## src/mpwm_pkg.sv

```systemverilog
// Package for the motor PWM slice: register map, field layout, reset values.
// Assumes a 32-bit APB bus with 16-bit registers in the low half of each word.
package mpwm_pkg;
	// Register byte addresses
	localparam logic [7:0] ADDR_PERIOD = 8'h00;
	localparam logic [7:0] ADDR_SECMP = 8'h04;
	localparam logic [7:0] ADDR_CON1 = 8'h08;
	localparam logic [7:0] ADDR_CON2 = 8'h0C;
	localparam logic [7:0] ADDR_DTCON1 = 8'h10;
	localparam logic [7:0] ADDR_TBSTAT = 8'h14;
	localparam logic [7:0] ADDR_OVD = 8'h18;
	localparam logic [7:0] ADDR_DUTY1 = 8'h1C;
	localparam logic [7:0] ADDR_DUTY2 = 8'h20;
	localparam logic [7:0] ADDR_DUTY3 = 8'h24;
	// Writable bit masks, unimplemented bits are zero
	localparam logic [15:0] MASK_PERIOD = 16'h7FFF;
	localparam logic [15:0] MASK_SECMP = 16'hFFFF;
	localparam logic [15:0] MASK_CON1 = 16'h0777;
	localparam logic [15:0] MASK_CON2 = 16'h0F07;
	localparam logic [15:0] MASK_DTCON1 = 16'hFFFF;
	localparam logic [15:0] MASK_OVD = 16'h3F3F;
	// Reset values
	localparam logic [15:0] RST_ZERO = 16'h0000;
	localparam logic [15:0] RST_OVD = 16'h3F00;
	// Field positions
	localparam int SECMP_DIR_BIT = 15;
	localparam int CON1_MODE_LSB = 8;
	localparam int CON1_HEN_LSB = 4;
	localparam int CON1_LEN_LSB = 0;
	localparam int CON2_POST_LSB = 8;
	localparam int CON2_IUE_BIT = 2;
	localparam int CON2_OVERRIDE_SYNC_SELECT_BIT = 1;
	localparam int CON2_BUFFER_UPDATE_DISABLE_BIT = 0;
	localparam int DT_BPS_LSB = 14;
	localparam int DT_B_LSB = 8;
	localparam int DT_APS_LSB = 6;
	localparam int DT_A_LSB = 0;
	localparam int OVD_SEL_LSB = 8;
	localparam int OVD_OUT_LSB = 0;
	localparam int TBSTAT_DIR_BIT = 15;
	// Sizes
	localparam int PAIRS_MAX = 3;
	localparam int CNT_W = 15;
	// Output group for the switch pairs
	typedef struct packed {
		logic [2:0] high;
		logic [2:0] low;
		logic [2:0] high_en;
		logic [2:0] low_en;
	} mpwm_pins_t;
endpackage : mpwm_pkg

```

## src/mpwm_core.sv

```systemverilog
// Motor PWM configuration slice: APB registers, special event trigger,
// duty/override update timing, pin enables and dead-time pairs.
// Assumes the time base count, direction and boundary pulse come from
// logic on core_clk_i; the power-on config bit is a static external level.
// Functional notes
// - Period holds 15 bits, top bit reads zero
// - Trigger when compare equals count and direction matches
// - Direction bit one fires counting down only
// - Pair mode one independent, zero complementary
// - High pin enable routes PWM, else GPIO
// - Low pin enable routes PWM, else GPIO
// - Pin enable reset from power-on config bit
// - Trigger postscaler divides by field plus one
// - Immediate bit: duty writes act one cycle after the write
// - Override sync bit: overrides at time-base boundary
// - Update disable blocks duty and period buffer to active transfers, not override
// - Unit B prescale gives 1,2,4,8 cycles
// - Unit B six-bit count in bits 13-8
// - Unit A prescale gives 1,2,4,8 cycles
// - Unit A six-bit count in bits 5-0
// - Small instance drives only one pair
// - Unimplemented bits ignore writes, read zero
// - Direction status and count readable
// - Override bit zero selects manual output
module mpwm_core
	import mpwm_pkg::*;
#(
	parameter int PAIR_COUNT = 3
) (
	input wire logic core_clk_i,
	input wire logic rst_i,
	input wire logic psel,
	input wire logic penable,
	input wire logic pwrite,
	input wire logic [31:0] paddr,
	input wire logic [31:0] pwdata,
	output logic [31:0] prdata,
	output logic pready,
	output logic pslverr,
	input wire logic [14:0] time_base_count_i,
	input wire logic count_direction_status_i,
	input wire logic tb_boundary_i,
	input wire logic pin_enable_reset_config_i,
	output logic [14:0] active_period_o,
	output logic special_event_trigger_o,
	output mpwm_pins_t pwm_pins_o
);
	// Software-visible registers
	logic [15:0] time_base_period; // Period buffer
	logic [15:0] special_event_compare; // Direction and compare value
	logic [15:0] pair_mode_and_pin_enable; // Mode and pin enables
	logic [15:0] trigger_postscale_and_update_control; // Postscale and update bits
	logic [15:0] dead_time_units_setup; // Dead-time units A and B
	logic [15:0] output_override_register; // Override select and manual bits
	logic [15:0] duty_cycle_registers [PAIRS_MAX]; // Duty buffers
	// Active copies
	logic [15:0] active_duty [PAIRS_MAX]; // Duty in use by the comparators
	logic [15:0] active_override; // Override in use at the pins
	// Config sync, trigger and pair-mask support
	logic cfg_meta; // Config bit synchroniser stage one
	logic cfg_sync; // Config bit synchroniser stage two
	logic [3:0] post_cnt; // Trigger postscale counter
	logic match_q; // Previous compare match
	logic [2:0] pair_mask; // Pairs present in this instance
	// Decoded control
	logic wr_en; // Write access phase
	logic rd_en; // Read access phase
	logic addr_ok; // Address mapped
	logic [7:0] addr; // Low address byte
	logic [15:0] wdat; // Write data low half
	logic [3:0] post_sel; // Postscale field
	logic immediate_duty_update; // Immediate duty update
	logic override_sync_select; // Override synchronised
	logic buffer_update_disable; // Buffer update disable
	logic match; // Compare hit this cycle
	logic [2:0] mode_ind; // Independent pair bits
	logic [2:0] hen; // High pin enables
	logic [2:0] len; // Low pin enables
	// Per-pair datapath, bit index is pair minus one
	logic [2:0] raw_hi; // Comparator outputs
	logic [2:0] dt_hi; // After dead time
	logic [2:0] dt_lo; // After dead time
	// Override fields split per pin
	logic [2:0] ovd_sel; // Generator selected, high side
	logic [2:0] ovd_sel_l; // Generator selected, low side
	logic [2:0] man_hi; // Manual high values
	logic [2:0] man_lo; // Manual low values
	// Divider limits, cycles per tick minus one
	logic [2:0] limit_a; // Unit A divider limit
	logic [2:0] limit_b; // Unit B divider limit

	// Absent pairs never drive, and store no duty, mode or enable bits
	assign pair_mask = (PAIR_COUNT >= PAIRS_MAX) ? 3'h7 : 3'h1;
	// Only the low address byte selects a register
	assign addr = paddr[7:0];
	assign wdat = pwdata[15:0];
	assign wr_en = psel && penable && pwrite;
	assign rd_en = psel && penable && !pwrite;
	// Every register answers in the first access cycle
	assign pready = 1'b1; // Zero wait states
	// Control bits decoded once, by name
	assign post_sel = trigger_postscale_and_update_control[CON2_POST_LSB +: 4];
	assign immediate_duty_update = trigger_postscale_and_update_control[CON2_IUE_BIT];
	assign override_sync_select = trigger_postscale_and_update_control[CON2_OVERRIDE_SYNC_SELECT_BIT];
	assign buffer_update_disable = trigger_postscale_and_update_control[CON2_BUFFER_UPDATE_DISABLE_BIT];
	// Pair mode and pin routing fields
	assign mode_ind = pair_mode_and_pin_enable[CON1_MODE_LSB +: 3];
	assign hen = pair_mode_and_pin_enable[CON1_HEN_LSB +: 3];
	assign len = pair_mode_and_pin_enable[CON1_LEN_LSB +: 3];
	// Prescale codes 00..11 map to 1,2,4,8 cycles, stored as cycles minus one
	// Shift form keeps the divider a 3-bit compare
	assign limit_a = 3'((4'h1 << dead_time_units_setup[DT_APS_LSB +: 2]) - 4'h1);
	assign limit_b = 3'((4'h1 << dead_time_units_setup[DT_BPS_LSB +: 2]) - 4'h1);

	// Address decode for APB slave error
	// Nonzero upper address bits are refused
	always_comb begin
		case (addr)
			ADDR_PERIOD, ADDR_SECMP, ADDR_CON1, ADDR_CON2, ADDR_DTCON1,
			ADDR_TBSTAT, ADDR_OVD, ADDR_DUTY1, ADDR_DUTY2, ADDR_DUTY3: begin
				addr_ok = (paddr[31:8] == 24'h000000);
			end
			default: begin
				addr_ok = 1'b0;
			end
		endcase
	end
	assign pslverr = psel && penable && !addr_ok;

	// Two flip-flops on the static config bit; no reset so reset can load it
	// Valid two edges in, so reset must last longer
	always_ff @(posedge core_clk_i) begin
		cfg_meta <= pin_enable_reset_config_i;
		cfg_sync <= cfg_meta;
	end

	// Period buffer, low 15 bits only
	// Bit 15 is dropped so it reads back zero
	always_ff @(posedge core_clk_i) begin
		if (rst_i) begin
			time_base_period <= RST_ZERO;
		end else if (wr_en && addr == ADDR_PERIOD && addr_ok) begin
			time_base_period <= wdat & MASK_PERIOD;
		end
	end

	// Special event compare with direction select
	// Bit 15 direction, bits 14-0 compare value
	always_ff @(posedge core_clk_i) begin
		if (rst_i) begin
			special_event_compare <= RST_ZERO;
		end else if (wr_en && addr == ADDR_SECMP && addr_ok) begin
			special_event_compare <= wdat & MASK_SECMP;
		end
	end

	// Mode and pin enables; enables reset from the config bit
	always_ff @(posedge core_clk_i) begin
		if (rst_i) begin
			// Small instance keeps pair 1 enables only
			pair_mode_and_pin_enable <= {9'h000, {3{cfg_sync}}, 1'b0, {3{cfg_sync}}}
				& {9'h000, pair_mask, 1'b0, pair_mask};
		end else if (wr_en && addr == ADDR_CON1 && addr_ok) begin
			// Bits of absent pairs stay zero
			pair_mode_and_pin_enable <= wdat & MASK_CON1
				& {5'h00, pair_mask, 1'b0, pair_mask, 1'b0, pair_mask};
		end
	end

	// Postscale and update control
	// Unused bits masked so they read zero
	always_ff @(posedge core_clk_i) begin
		if (rst_i) begin
			trigger_postscale_and_update_control <= RST_ZERO;
		end else if (wr_en && addr == ADDR_CON2 && addr_ok) begin
			trigger_postscale_and_update_control <= wdat & MASK_CON2;
		end
	end

	// Dead-time units A and B
	// All sixteen bits are implemented
	always_ff @(posedge core_clk_i) begin
		if (rst_i) begin
			dead_time_units_setup <= RST_ZERO;
		end else if (wr_en && addr == ADDR_DTCON1 && addr_ok) begin
			dead_time_units_setup <= wdat & MASK_DTCON1;
		end
	end

	// Override register, generator selected after reset
	// Field order per pair is high then low
	always_ff @(posedge core_clk_i) begin
		if (rst_i) begin
			output_override_register <= RST_OVD;
		end else if (wr_en && addr == ADDR_OVD && addr_ok) begin
			output_override_register <= wdat & MASK_OVD;
		end
	end

	// Duty buffers, full 16 bits
	// Absent pairs ignore writes
	always_ff @(posedge core_clk_i) begin
		if (rst_i) begin
			for (int i = 0; i < PAIRS_MAX; i++) begin
				duty_cycle_registers[i] <= RST_ZERO;
			end
		end else if (wr_en && addr_ok) begin
			if (addr == ADDR_DUTY1) begin
				duty_cycle_registers[0] <= wdat;
			end
			if (addr == ADDR_DUTY2 && pair_mask[1]) begin
				duty_cycle_registers[1] <= wdat;
			end
			if (addr == ADDR_DUTY3 && pair_mask[2]) begin
				duty_cycle_registers[2] <= wdat;
			end
		end
	end

	// Active duty and period; transfers are blocked while update disable is set.
	// Immediate mode copies one cycle after the write so the bus path stays short.
	// Limitation: update disable freezes immediate mode too.
	always_ff @(posedge core_clk_i) begin
		if (rst_i) begin
			active_period_o <= 15'h0000;
			for (int i = 0; i < PAIRS_MAX; i++) begin
				active_duty[i] <= RST_ZERO;
			end
		end else if (!buffer_update_disable) begin
			if (tb_boundary_i) begin
				active_period_o <= time_base_period[14:0];
			end
			if (tb_boundary_i || immediate_duty_update) begin
				for (int i = 0; i < PAIRS_MAX; i++) begin
					active_duty[i] <= duty_cycle_registers[i];
				end
			end
		end
	end

	// Override copy: at boundary when synchronised, else next cycle
	// Unsynchronised copy lags the write by one cycle
	always_ff @(posedge core_clk_i) begin
		if (rst_i) begin
			active_override <= RST_OVD;
		end else if (!override_sync_select || tb_boundary_i) begin
			active_override <= output_override_register;
		end
	end

	// Compare hit needs value and direction; direction one means counting down
	// Count and direction share this clock, no sync
	assign match = (special_event_compare[14:0] == time_base_count_i)
		&& (special_event_compare[SECMP_DIR_BIT] == count_direction_status_i);

	// Rising edge of the hit so a stalled count gives one event
	// Cleared in reset so the first hit is seen
	always_ff @(posedge core_clk_i) begin
		if (rst_i) begin
			match_q <= 1'b0;
		end else begin
			match_q <= match;
		end
	end

	// Postscaler: one trigger every post_sel plus one hits
	// Count survives postscale changes; set it first
	// Greater-or-equal lets a smaller setting fire at once
	always_ff @(posedge core_clk_i) begin
		if (rst_i) begin
			post_cnt <= 4'h0;
			special_event_trigger_o <= 1'b0;
		end else begin
			special_event_trigger_o <= 1'b0;
			if (match && !match_q) begin
				if (post_cnt >= post_sel) begin
					post_cnt <= 4'h0;
					special_event_trigger_o <= 1'b1;
				end else begin
					post_cnt <= post_cnt + 4'h1;
				end
			end
		end
	end

	// Comparators and dead time per pair
	// High while the duty value exceeds the count
	// Unit A times high turn-on, unit B low turn-on
	for (genvar p = 0; p < PAIRS_MAX; p++) begin : g_pair
		assign raw_hi[p] = active_duty[p][14:0] > time_base_count_i;
		mpwm_deadtime u_dt (
			.core_clk_i(core_clk_i),
			.rst_i(rst_i),
			.independent_i(mode_ind[p]),
			.high_raw_i(raw_hi[p]),
			.low_raw_i(raw_hi[p]),
			.on_high_count_i(dead_time_units_setup[DT_A_LSB +: 6]),
			.on_high_limit_i(limit_a),
			.on_low_count_i(dead_time_units_setup[DT_B_LSB +: 6]),
			.on_low_limit_i(limit_b),
			.high_o(dt_hi[p]),
			.low_o(dt_lo[p])
		);
		// Override selects for this pair sit high then low
		assign ovd_sel[p] = active_override[OVD_SEL_LSB + 2 * p + 1];
		assign ovd_sel_l[p] = active_override[OVD_SEL_LSB + 2 * p];
		assign man_hi[p] = active_override[OVD_OUT_LSB + 2 * p + 1];
		assign man_lo[p] = active_override[OVD_OUT_LSB + 2 * p];
	end

	// Pin drive: override, then enable; disabled pins are released low
	// Registered so gate drivers see clean levels
	always_ff @(posedge core_clk_i) begin
		if (rst_i) begin
			pwm_pins_o <= '0;
		end else begin
			pwm_pins_o.high <= hen & pair_mask
				& ((ovd_sel & dt_hi) | (~ovd_sel & man_hi));
			pwm_pins_o.low <= len & pair_mask
				& ((ovd_sel_l & dt_lo) | (~ovd_sel_l & man_lo));
			pwm_pins_o.high_en <= hen & pair_mask;
			pwm_pins_o.low_en <= len & pair_mask;
		end
	end

	// Read mux; unimplemented bits are zero because registers store masked data
	// Reads have no side effects; status is live
	always_comb begin
		prdata = 32'h00000000;
		if (rd_en && addr_ok) begin
			case (addr)
				ADDR_PERIOD: prdata[15:0] = time_base_period;
				ADDR_SECMP: prdata[15:0] = special_event_compare;
				ADDR_CON1: prdata[15:0] = pair_mode_and_pin_enable;
				ADDR_CON2: prdata[15:0] = trigger_postscale_and_update_control;
				ADDR_DTCON1: prdata[15:0] = dead_time_units_setup;
				ADDR_TBSTAT: prdata[15:0] = {count_direction_status_i, time_base_count_i};
				ADDR_OVD: prdata[15:0] = output_override_register;
				ADDR_DUTY1: prdata[15:0] = duty_cycle_registers[0];
				ADDR_DUTY2: prdata[15:0] = duty_cycle_registers[1];
				ADDR_DUTY3: prdata[15:0] = duty_cycle_registers[2];
				default: prdata = 32'h00000000;
			endcase
		end
	end

endmodule : mpwm_core

```

## src/mpwm_deadtime.sv

```systemverilog
// Dead-time inserter for one output pair.
// Assumes same-clock raw PWM levels; prescale limits are cycles per tick minus one.
module mpwm_deadtime (
	input wire logic core_clk_i,
	input wire logic rst_i,
	input wire logic independent_i,
	input wire logic high_raw_i,
	input wire logic low_raw_i,
	input wire logic [5:0] on_high_count_i,
	input wire logic [2:0] on_high_limit_i,
	input wire logic [5:0] on_low_count_i,
	input wire logic [2:0] on_low_limit_i,
	output logic high_o,
	output logic low_o
);
	logic prev_raw; // Last raw level seen, tracked in both modes
	logic waiting; // Dead time running
	logic [5:0] dead_cnt; // Remaining dead-time ticks
	logic [2:0] pre_cnt; // Prescale divider
	logic [2:0] limit; // Divider limit of the unit in use

	// High turning on uses unit A, low turning on uses unit B
	assign limit = prev_raw ? on_high_limit_i : on_low_limit_i;

	// Turn-off is immediate, turn-on waits count times prescaled period
	always_ff @(posedge core_clk_i) begin
		if (rst_i) begin
			prev_raw <= 1'b0;
			waiting <= 1'b1;
			dead_cnt <= 6'h00;
			pre_cnt <= 3'h0;
			high_o <= 1'b0;
			low_o <= 1'b0;
		end else if (independent_i) begin
			// Independent pair, no dead time
			high_o <= high_raw_i;
			low_o <= low_raw_i;
			prev_raw <= high_raw_i;
			waiting <= 1'b0;
		end else if (high_raw_i != prev_raw) begin
			// Edge: both off, start the dead interval
			prev_raw <= high_raw_i;
			high_o <= 1'b0;
			low_o <= 1'b0;
			waiting <= 1'b1;
			pre_cnt <= 3'h0;
			dead_cnt <= high_raw_i ? on_high_count_i : on_low_count_i;
		end else if (waiting) begin
			if (dead_cnt == 6'h00) begin
				// Dead time over, complement restored
				high_o <= prev_raw;
				low_o <= ~prev_raw;
				waiting <= 1'b0;
			end else if (pre_cnt == limit) begin
				pre_cnt <= 3'h0;
				dead_cnt <= dead_cnt - 6'h01;
			end else begin
				pre_cnt <= pre_cnt + 3'h1;
			end
		end else begin
			// Steady complementary levels
			high_o <= prev_raw;
			low_o <= ~prev_raw;
		end
	end
endmodule : mpwm_deadtime

```

## config.mk

```make
export PLATFORM = sky130hd
export DESIGN_NAME = mpwm_core
export DESIGN_NICKNAME = d
export VERILOG_FILES = /design/src/mpwm_pkg.sv /design/src/mpwm_core.sv /design/src/mpwm_deadtime.sv
export SDC_FILE = /design/constraint.sdc
export NUM_CORES = 1
export LEC_CHECK = 0
export CORE_MARGIN = 10
export CORE_UTILIZATION = 64
export CTS_CLUSTER_DIAMETER = 150
export DETAILED_ROUTE_END_ITERATION = 16
export DONT_BUFFER_PORTS = 1
export GPL_TIMING_DRIVEN = 0
export HOLD_SLACK_MARGIN = 0.15
export PLACE_DENSITY_LB_ADDON = 0.12
export SLEW_MARGIN = 20
export SYNTH_ARGS = -nofsm -noshare
export SYNTH_HDL_FRONTEND = slang
export SYNTH_SLANG_ARGS = --single-unit
```

## constraint.sdc

```tcl
create_clock -name core_clk_i -period 3.65 [get_ports core_clk_i]
set_clock_uncertainty 0.05 [all_clocks]
set_input_delay 0.73 -clock core_clk_i [delete_from_list [all_inputs] [get_ports core_clk_i]]
set_output_delay 0.73 -clock core_clk_i [all_outputs]
set_load 0.03 [all_outputs]
```

# Word-level counts from Yosys, hierarchy flattened
# Memories as Yosys holds them, arrays and structs flattened.
# Index checks and enable logic that the tools add are counted.
[totals]
rom_bits = 0
regBits = 161
word_cells = 253
inputBits = 87
latch_bits = 0
mem_count = 2
mem_bits_rw = 96
[op_classes]
n_mul = 0
magnitude_cmp = 4
n_mux = 103
shift = 2
n_eq_ne = 23
div = 0
n_bitwise = 24
n_reduce_logical = 50
addsub = 9
[memory_table]
columns = ["name", "depth", "word_bits", "read_ports", "rd_clocked_by_memory_dff", "wr", "line_no", "source"]
rows = [
  ["active_duty", 3, 16, 3, 0, 3, "mpwm_core.sv:57", "logic [15:0] active_duty [PAIRS_MAX];"],
  ["duty_cycle_registers", 3, 16, 3, 0, 3, "mpwm_core.sv:55", "logic [15:0] duty_cycle_registers [PAIRS_MAX];"],
]
[ops]
columns = ["operator", "count"]
rows = [
  ["$pmux 16 s10", 1],
  ["$mux 16", 7],
  ["$mux 6", 15],
  ["$mux 1", 62],
  ["$gt 15x15->1", 3],
  ["$mux 3", 15],
  ["$eq 8x5->1 const B", 4],
  ["$logic_not 24->1", 1],
  ["$logic_and 1x1->1", 20],
  ["$reduce_bool 2->1", 10],
  ["$and 3x3->3", 6],
  ["$logic_not 6->1", 3],
  ["$sub 6x1->6 const B", 3],
  ["$eq 8x4->1 const B", 2],
  ["$eq 8x6->1 const B", 2],
  ["$eq 15x15->1", 1],
  ["$mux 7", 2],
  ["$ne 4x4->1 const B", 3],
  ["$reduce_and 4->1", 3],
  ["$reduce_or 10->1", 1],
  ["$add 3x1->3 const B", 3],
  ["$eq 3x3->1", 3],
  ["$reduce_and 3->1", 3],
  ["$eq 8x3->1 const B", 1],
  ["other kinds (17)", 41],
]

# Longest topological paths before layout
# Gate-level depths: netlist of run 1.
[depth]
depth_word = 8
mapped_depth = 13
mapped_depth_nobuf = 12

# Hierarchy
# A second synthesis of run 1 with hierarchy kept.
[hier_totals]
cells_unflattened = 1282
area_unflattened_um2 = 12968.7
[modules_own_cells]
columns = ["module", "seq_area_each_um2", "cells_each", "n_inst", "area_each_um2"]
rows = [
  ["mpwm_core", 5295.1, 961, 1, 10367.4],
  ["mpwm_deadtime", 260.2, 107, 3, 867.1],
]

# Worst setup path after synthesis of run 1
# OpenSTA, ideal clock, no wires.
[synth_timing]
path_kind = "input to output"
from = "input port paddr[3]"
to = "output port prdata[3]"
t_required_ns = 2.870
setup_slack_ns = 0.183
path_buffers = 4
arrival_ns = 2.687
path_stages = 9
path_cell_list = "buf_2 > nor3_1 > and2_1 > buf_4 > and2_1 > clkbuf_1 > buf_2 > a22oi_1 > a31oi_1"
[synth_via]
elab_chain_len = 5
elab_cells_between_ends = 15
[synth_lines]
columns = ["element", "line_no", "source"]
rows = [
  ["start: declaration", "mpwm_core.sv:35", "input wire logic [31:0] paddr,"],
  ["$eq 8x3->1 (tied with other cells)", "mpwm_core.sv:118, mpwm_core.sv:331", ""],
  ["$reduce_or 10->1", "mpwm_core.sv:118", "case (addr)"],
  ["$mux 1", "mpwm_core.sv:118", ""],
  ["$logic_and 1x1->1", "mpwm_core.sv:330", "if (rd_en && addr_ok) begin"],
  ["$mux 16 *", "mpwm_core.sv:330", ""],
  ["end: declaration", "mpwm_core.sv:37", "output logic [31:0] prdata,"],
]
# Mark *: on every way between the ends. The rest lies on a longest branch, timed or not.

# Worst setup path after layout of run 1
[layout_timing]
from = "input port paddr[4]"
to = "output port prdata[4]"
# The elaborated chain is that of the path after synthesis.

==> results of run 1 <==
[logic make-up after synthesis]
kind of cell / count (synthesis) / synth area share [%]
buffers and inverters: 141 / 5.18
AO/OA/AOI/OAI: 273 / 14.2
adder cells (fa/ha/maj): 65 / 6.23
AND/OR/NAND/NOR: 467 / 18.3
flip-flops: 254 / 46.5
multiplexers: 100 / 7.69
other: 2 / 0.0575
XOR/XNOR: 28 / 1.88
[state kept, by name, indices dropped and copies added (netlist names)]
signal	count
pair_mode_and_pin_enable	9
match_q	1
post_cnt	4
pwm_pins_o	12
duty_cycle_registers	48
cfg_sync	1
g_pair.u_dt.high_o	3
active_period_o	15
g_pair.u_dt.pre_cnt	9
cfg_meta	1
dead_time_units_setup	16
active_override	12
trigger_postscale_and_update_control	7
active_duty	45
g_pair.u_dt.prev_raw	3
special_event_compare	16
g_pair.u_dt.low_o	3
time_base_period	15
g_pair.u_dt.dead_cnt	18
g_pair.u_dt.waiting	3
special_event_trigger_o	1
output_override_register	12
[through the flow]
step | utilization (%) | cell area [um2]
after floorplan | - | 13100
after global placement | 66.7 | 13500
after detailed placement | 66.9 | 13500
after CTS | 72.6 | 14600
after global routing | 73.0 | 14700
final | 73.0 | 14700
[area by class of cell]
cell class | instances | area, um2
buffer | 82 | 462
clock buffer | 40 | 808
clock inverter | 10 | 138
fill | 1503 | 5440
inverter | 57 | 214
multi-input combinational | 950 | 6650
sequential | 254 | 6080
tap | 270 | 338
timing repair buffer | 3 | 45.0
[synth_stat cells, drive strengths merged (13+ instances only)]
master  count  area [um2]
and2       73         459
nor2      126         490
ha         65         813
nor4       17         121
a211oi     18         135
nor3       24         130
edfxtp     99        2970
dfxtp     155        3100
nand2b     13        83.8
a21oi      90         462
nor2b      24         150
inv        57         214
a221oi     13         114
clkbuf     44         165
o21ai      38         190
buf        40         298
xor2       15         131
a22oi      14         105
mux2i      97         971
nand3b     13        97.6
a31oi      17         106
nand2     106         398
xnor2      13         114
nand3      29         145
[timing repair]
| item | CTS | global route |
|---|---|---|
| resized for setup | 39 | 15 |
| hold buffers | 1 | 0 |
| pin swaps | 0 | 2 |
| cloned | 0 | 0 |
| setup buffers | 0 | 1 |
| endpoints found under the setup margin | 28 | 29 |
| hold endpoints to repair | 1 | 0 |
[layer usage]
metal	track usage, %	up-vias
met2	49.3	671
met1	40.7	5145
met3	8.19	125
met4	14.0	2
li1	-	4882
met5	0	-
[power by group through the flow]
stage	logic, mW	clock network, mW	registers, mW
finish	1.52	2.91	3.37
global route	1.72	3.02	3.39
global placement	1.42	0	3.41
CTS	1.49	2.91	3.36
floorplan	1.17	0	3.34
detailed placement	1.47	0	3.42
[worst max-delay path by stage]
stage                          start                         end  slack, ns
6_report                    paddr[4]                   prdata[4]      -0.03
5_1_grt                     paddr[2]                   prdata[8]      0.003
4_1_cts                     paddr[2]                   prdata[1]      0.005
3_5_place_dp   time_base_count_i[10]  g_pair[2].u_dt.dead_cnt[5]      -0.68
3_3_place_gp   time_base_count_i[10]  g_pair[2].u_dt.dead_cnt[5]      -0.65
2_1_floorplan               paddr[3]                   prdata[3]       0.18
==> summary.txt, run 1 <==
Finish
  – Final net count: 1527
  – Most frequent cells in the layout: dfxtp_1 (155), nor2_1 (121), nand2_1 (105), edfxtp_1 (99), mux2i_1 (97)
  – ANT cells: 0
  – Layout cell share with drive strength beyond 1: 9.96%
  – Commonest non-fill, non-tap cell in the layout: dfxtp_1
  – Fin cells: 1666
  – Area Growth Syn to Fin: 12.8%

Setup path
  – Arrival time at the worst endpoint: 2.90 ns
  – Kind of cell adding the most delay to the critical path: buffers and inverters
  – Max incr delay on CP: 0.46 ns
  – Worst setup path class: primary input to output pin
  – Buffer and inverter count on the worst path: 3
  – Crit start category: primary input
  – Worst flop-to-flop path startpoint: active_duty[0][42]
  – Reg2Reg Depth: 10
  – CP max-delay cell: and2_1
  – Worst r2r dst: g_pair[2].u_dt.dead_cnt[5]
  – Stages on worst setup path: 7
  – Worst Path Required: 2.87 ns
  – Crit-path cells: inv_1 -> and3_1 -> clkbuf_1 -> and2_1 -> buf_2 -> nand2_1 -> a31oi_2
  – Worst setup EP type: output pin
  – Worst Path Max Fanout: 10
  – Flop2flop setup slack: 0.18 ns

Timing
  – Final Slew Violations: 0
  – Actual transition at the worst max-transition pin: 0.895 ns
  – Period utilization: 101%
  – RSZ-0062 raised after global routing: false
  – F_max: 272 MHz
  – Rel. slew slack: 40.3%
  – Minimum hold slack: 0.248 ns
  – Final setup fails: 3
  – Min Tclk post-route: 3.68 ns
  – Hold Fails Final Rpt: 0
  – Post-route setup TNS: -0.0623 ns
  – PnR worst setup slack: -0.0255 ns

Clock network
  – Clk Tree Root Cell: clkbuf_16
  – Clock latency on the worst-skew pair: 0.55 ns
  – CTS Sinks: 254
  – CTS Buffer Depth: 3
  – CTS buffer count: 27
  – Clk slew on worst S/H paths: 0.06 ns
  – CTS tree: built
  – H-tree depth: 1

Floorplan
  – CORE AREA: 20200 um2
  – I/O Pins: 149
  – Row cnt: 52
  – Die height: 163 um
  – Die ar.: 26500 um2
  – Chip Width: 163 um
  – Initial Utilization: 64.8%

Pwr
  – Sw frac: 29.1%
  – Clk pwr share: 37.3%
  – Internal power: 5.53 mW
  – Leak Pwr: 5.38 nW
  – Pwr Total: 7.80 mW
  – Reg power frac: 43.2%
  – Gate power share: 19.5%
  – VDD IR-drop max: 0.451 mV
  – P_sw: 2.27 mW
  – Pwr Density: 529 nW/um2

Global route
  – Gr usage total: 31.6%
  – Vias in the first global route: 10406
  – Initial antenna violation count: 1
  – GRT Residual Overflow: 0
  – Largest net degree at the start of global routing: 27
  – First-pass GRT wire length: 63700 um

Route
  – DRT Pass-1 Iters: 8
  – Vias/cell: 6.50
  – Final wirelength: 43100 um
  – Met2 wire len: 19000 um
  – Routed via count: 10825
  – M1 WL: 16400 um
  – Final ANT Viol Nets: 0
  – Drc violations: 0
  – Uppermost layer routed: met5
  – Initial DRC count: 1346
  – Met3 routed WL: 5530 um
  – Routed wire per std cell: 25.9 um

Hold path
  – Hold Crit Depth: 1
  – Worst hold start: pwdata[13]
  – Min-Delay Endpoint: output_override_register[13]
  – Hold Crit Class: primary input to flop

Logic synthesis
  – Syn. warnings: 0
  – Register area share after synthesis: 46.5%
  – Synthesized area: 13100 um2
  – Avg Cell Area, Syn: 9.82 um2
  – Asr flop ratio synth: 0%
  – Post-synth EDFFs: 99
  – Mapped Cells: 1330
  – Synth Register Bits: 254
  – Synth Flop Type: dfxtp_1
  – Distinct cells, synth: 72

Placed design
  – Pre-CTS WS: -0.685 ns
  – Final HPWL DP: 32500 um
  – GPL Wtd Cong: 1.03
  – Placed Cells: 1616
  – Port buffer count: 0

Outcome
  – Failing checks: negative setup slack
  – Outcome: finished with violations

Flow run
  – Max_cap viols: 0
Note: power is estimated with default switching activity, not from simulation.
==> run 2, diff against run 1 <==
--- a/config.mk
+++ b/config.mk
@@ -5,6 +5,7 @@
 export SDC_FILE = /design/constraint.sdc
 export NUM_CORES = 1
 export LEC_CHECK = 0
+export CORE_ASPECT_RATIO = 0.8
 export CORE_MARGIN = 10
 export CORE_UTILIZATION = 64
 export CTS_CLUSTER_DIAMETER = 150
==> summary.txt, run 2 (synthesis gave the netlist of run 1 again) <==
Route
  – Final ANT Viol Nets: 0 (unchanged)
  – Vias/cell: 6.64 (+2.2%)
  – Final wirelength: 44800 um (+3.8%)
  – Initial DRC count: 1440 (+7.0%)
  – Routed via count: 10995 (+1.6%)
  – Routed wire per std cell: 27.0 um (+4.5%)
  – DRT Pass-1 Iters: 7 (-1)
  – Drc violations: 0 (unchanged)

Floorplan
  – Chip Width: 180 um (+10%)
  – CORE AREA: 19900 um2 (-1.3%)
  – Row cnt: 46 (-12%)
  – Die ar.: 26600 um2 (+0.14%)
  – I/O Pins: 149 (unchanged)
  – Initial Utilization: 65.6% (+0.83 points)
  – Die height: 148 um (-9.3%)

Clock network
  – Post-CTS Hold Buffers: 0 (-1)
  – CTS buffer count: 25 (-7.4%)
  – Clk Tree Root Cell: clkbuf_16
  – Clock latency on the worst-skew pair: 0.53 ns (-0.02 ns)
  – CTS Buffer Depth: 3 (unchanged)
  – H-tree depth: 1 (unchanged)
  – Clk slew on worst S/H paths: 0.06 ns (about the same)
  – CTS Sinks: 254 (unchanged)
  – CTS tree: built

Setup path
  – CP max-delay cell: or3_1
  – Max incr delay on CP: 0.43 ns (-0.03 ns)
  – Arrival time at the worst endpoint: 2.84 ns (-0.06 ns)
  – Worst setup EP type: output pin
  – Worst Path Required: 2.87 ns (about the same)
  – Crit start category: primary input
  – Worst setup path class: primary input to output pin
  – Crit-path cells: buf_2 -> or3_1 -> nor2_4 -> and2_2 -> buf_2 -> a222oi_1 -> a31oi_4
  – Worst Path Max Fanout: 10 (unchanged)
  – Crit-path most repeated cell: buf_2

Finish
  – Multi-input logic area: 6770 um2 (+1.8%)
  – Biggest regs: duty_cycle_registers: 48 flops, active_duty: 45 flops, g_pair.u_dt.dead_cnt: 18 flops
  – Final net count: 1526 (-0.065%)
  – Fin cells: 1655 (-0.66%)
  – Layout cell share with drive strength beyond 1: 10.3% (+0.33 points)
  – Register Area: 6080 um2 (unchanged)
  – Biggest register: duty_cycle_registers
  – Post-route cell area: 14700 um2 (-0.34%)
  – Commonest non-fill, non-tap cell in the layout: dfxtp_1
  – Fillers: 1463 (-2.7%)
  – Most frequent cells in the layout: dfxtp_1 (155), nor2_1 (118), nand2_1 (105), edfxtp_1 (99), mux2i_1 (97)
  – Area Growth Syn to Fin: 12.4%
  – Max reg flops: 48 (unchanged)

Outcome
  – Outcome: finished clean

Timing
  – Min Tclk post-route: 3.62 ns (-0.0506 ns)
  – Final setup fails: 0 (-3)
  – F_max: 276 MHz (+1.4%)
  – Hold Fails Final Rpt: 0 (unchanged)
  – Final Slew Violations: 0 (unchanged)
  – Actual transition at the worst max-transition pin: 0.996 ns (+0.101 ns)
  – Rel. slew slack: 33.6% (-6.7 points)
  – Period utilization: 99.3% (-1.4 points)
  – PnR worst setup slack: 0.0251 ns (+0.0506 ns)

Pwr
  – Leak Pwr: 5.34 nW (-0.80%)
  – Pwr Density: 504 nW/um2 (-4.7%)
  – VDD IR-drop max: 0.529 mV (+17%)

Flow run
  – Max_cap viols: 0 (unchanged)

Global route
  – First-pass GRT wire length: 65300 um (+2.5%)
  – Gr usage total: 32.0% (+0.35 points)
  – Initial antenna violation count: 1 (unchanged)
  – GRT Residual Overflow: 0 (unchanged)
  – Largest net degree at the start of global routing: 25 (-7.4%)
  – Vias in the first global route: 10276 (-1.2%)

Placed design
  – Port buffer count: 0 (unchanged)
  – Placed Cells: 1610 (-0.37%)
  – GPL Wtd Cong: 0.996 (-3.2%)
  – DP Area: 13500 um2 (about the same)
  – Pre-CTS WS: -1.12 ns (-0.430 ns)
  – Final HPWL DP: 33600 um (+3.6%)

Hold path
  – Hold Crit Class: primary input to flop
## run 2: cell types whose count changed in the layout (fill, tap and decap cells not counted), sizes merged
| cell | change |
|---|---|
| clkbuf | +1 |
| dlygate4sd3 | -1 |
| diode | +1 |
| bufinv | -2 |
| buf | -2 |
| clkinv | -2 |
## run 2: routing by layer
metal | part of all wire [%] | vias to the layer above | wire [um] | GRT usage [%]
met5 | 0 | - | 0 | 0
met4 | 3.8 | 0 | 1710 | 10.4
met3 | 15 | 111 | 6760 | 11.3
met2 | 42 | 781 | 18700 | 47.1
met1 | 39 | 5232 | 17600 | 43.0
li1 | - | 4871 | - | -
## run 2: where the power goes
| group | internal (mW) | switching [mW] | total, mW | leakage, nW |
|---|---|---|---|---|
| clock network | 1.38 | 1.11 | 2.49 | 0.372 |
| registers | 3.16 | 0.197 | 3.35 | 2.27 |
| logic | 0.633 | 0.925 | 1.56 | 2.70 |
| total | 5.17 | 2.24 | 7.41 | 5.34 |
## run 2: timing repair
item | in CTS | in global routing
pin swaps | 2 | 4
setup buffers | 0 | 2
setup endpoints to repair | 46 | 31
gates resized for setup | 59 | 23
endpoints found under the hold margin | 0 | 0
## run 2: worst paths after layout
path / from / to / cells past startpoint / slack (ns)
min reg2reg: cfg_meta / cfg_sync / 0 / 0.30
min: pin_enable_reset_config_i / cfg_meta / 0 / 0.18
max: paddr[3] / prdata[13] / 7 / 0.03
max reg2reg: active_duty[0][8] / g_pair[0].u_dt.pre_cnt[0] / 12 / 0.12
## run 2: critical path: cells and delay by family
kind                   cells  cell delay (ns)
and+or+nand+nor            3             1.03
AOI/OAI and AO/OA          2             0.56
buffers and inverters      2             0.51
## run 2: area by class of cell
type | instances | share of cell area (%)
timing repair buffer | 3 | 0.375
inverter | 57 | 1.46
sequential | 254 | 41.4
multi-input combinational | 950 | 46.1
antenna | 1 | 0.0170
clock buffer | 37 | 4.71
clock inverter | 6 | 0.392
tap | 264 | 2.25
buffer | 83 | 3.27
## run 2: per-stage QoR
stage | setup TNS [ns] | utilization [%] | power, mW | hold slack (ns)
4_1_cts | 0 | 73.1 | 7.33 | 0.167
6_report | 0 | 73.7 | 7.41 | 0.179
2_1_floorplan | 0 | - | 4.51 | 0.260
3_3_place_gp | -50.42 | 67.5 | 4.85 | 0.262
3_5_place_dp | -37.96 | 67.7 | 4.88 | 0.292
5_1_grt | -0.0872 | 73.7 | 7.68 | 0.164
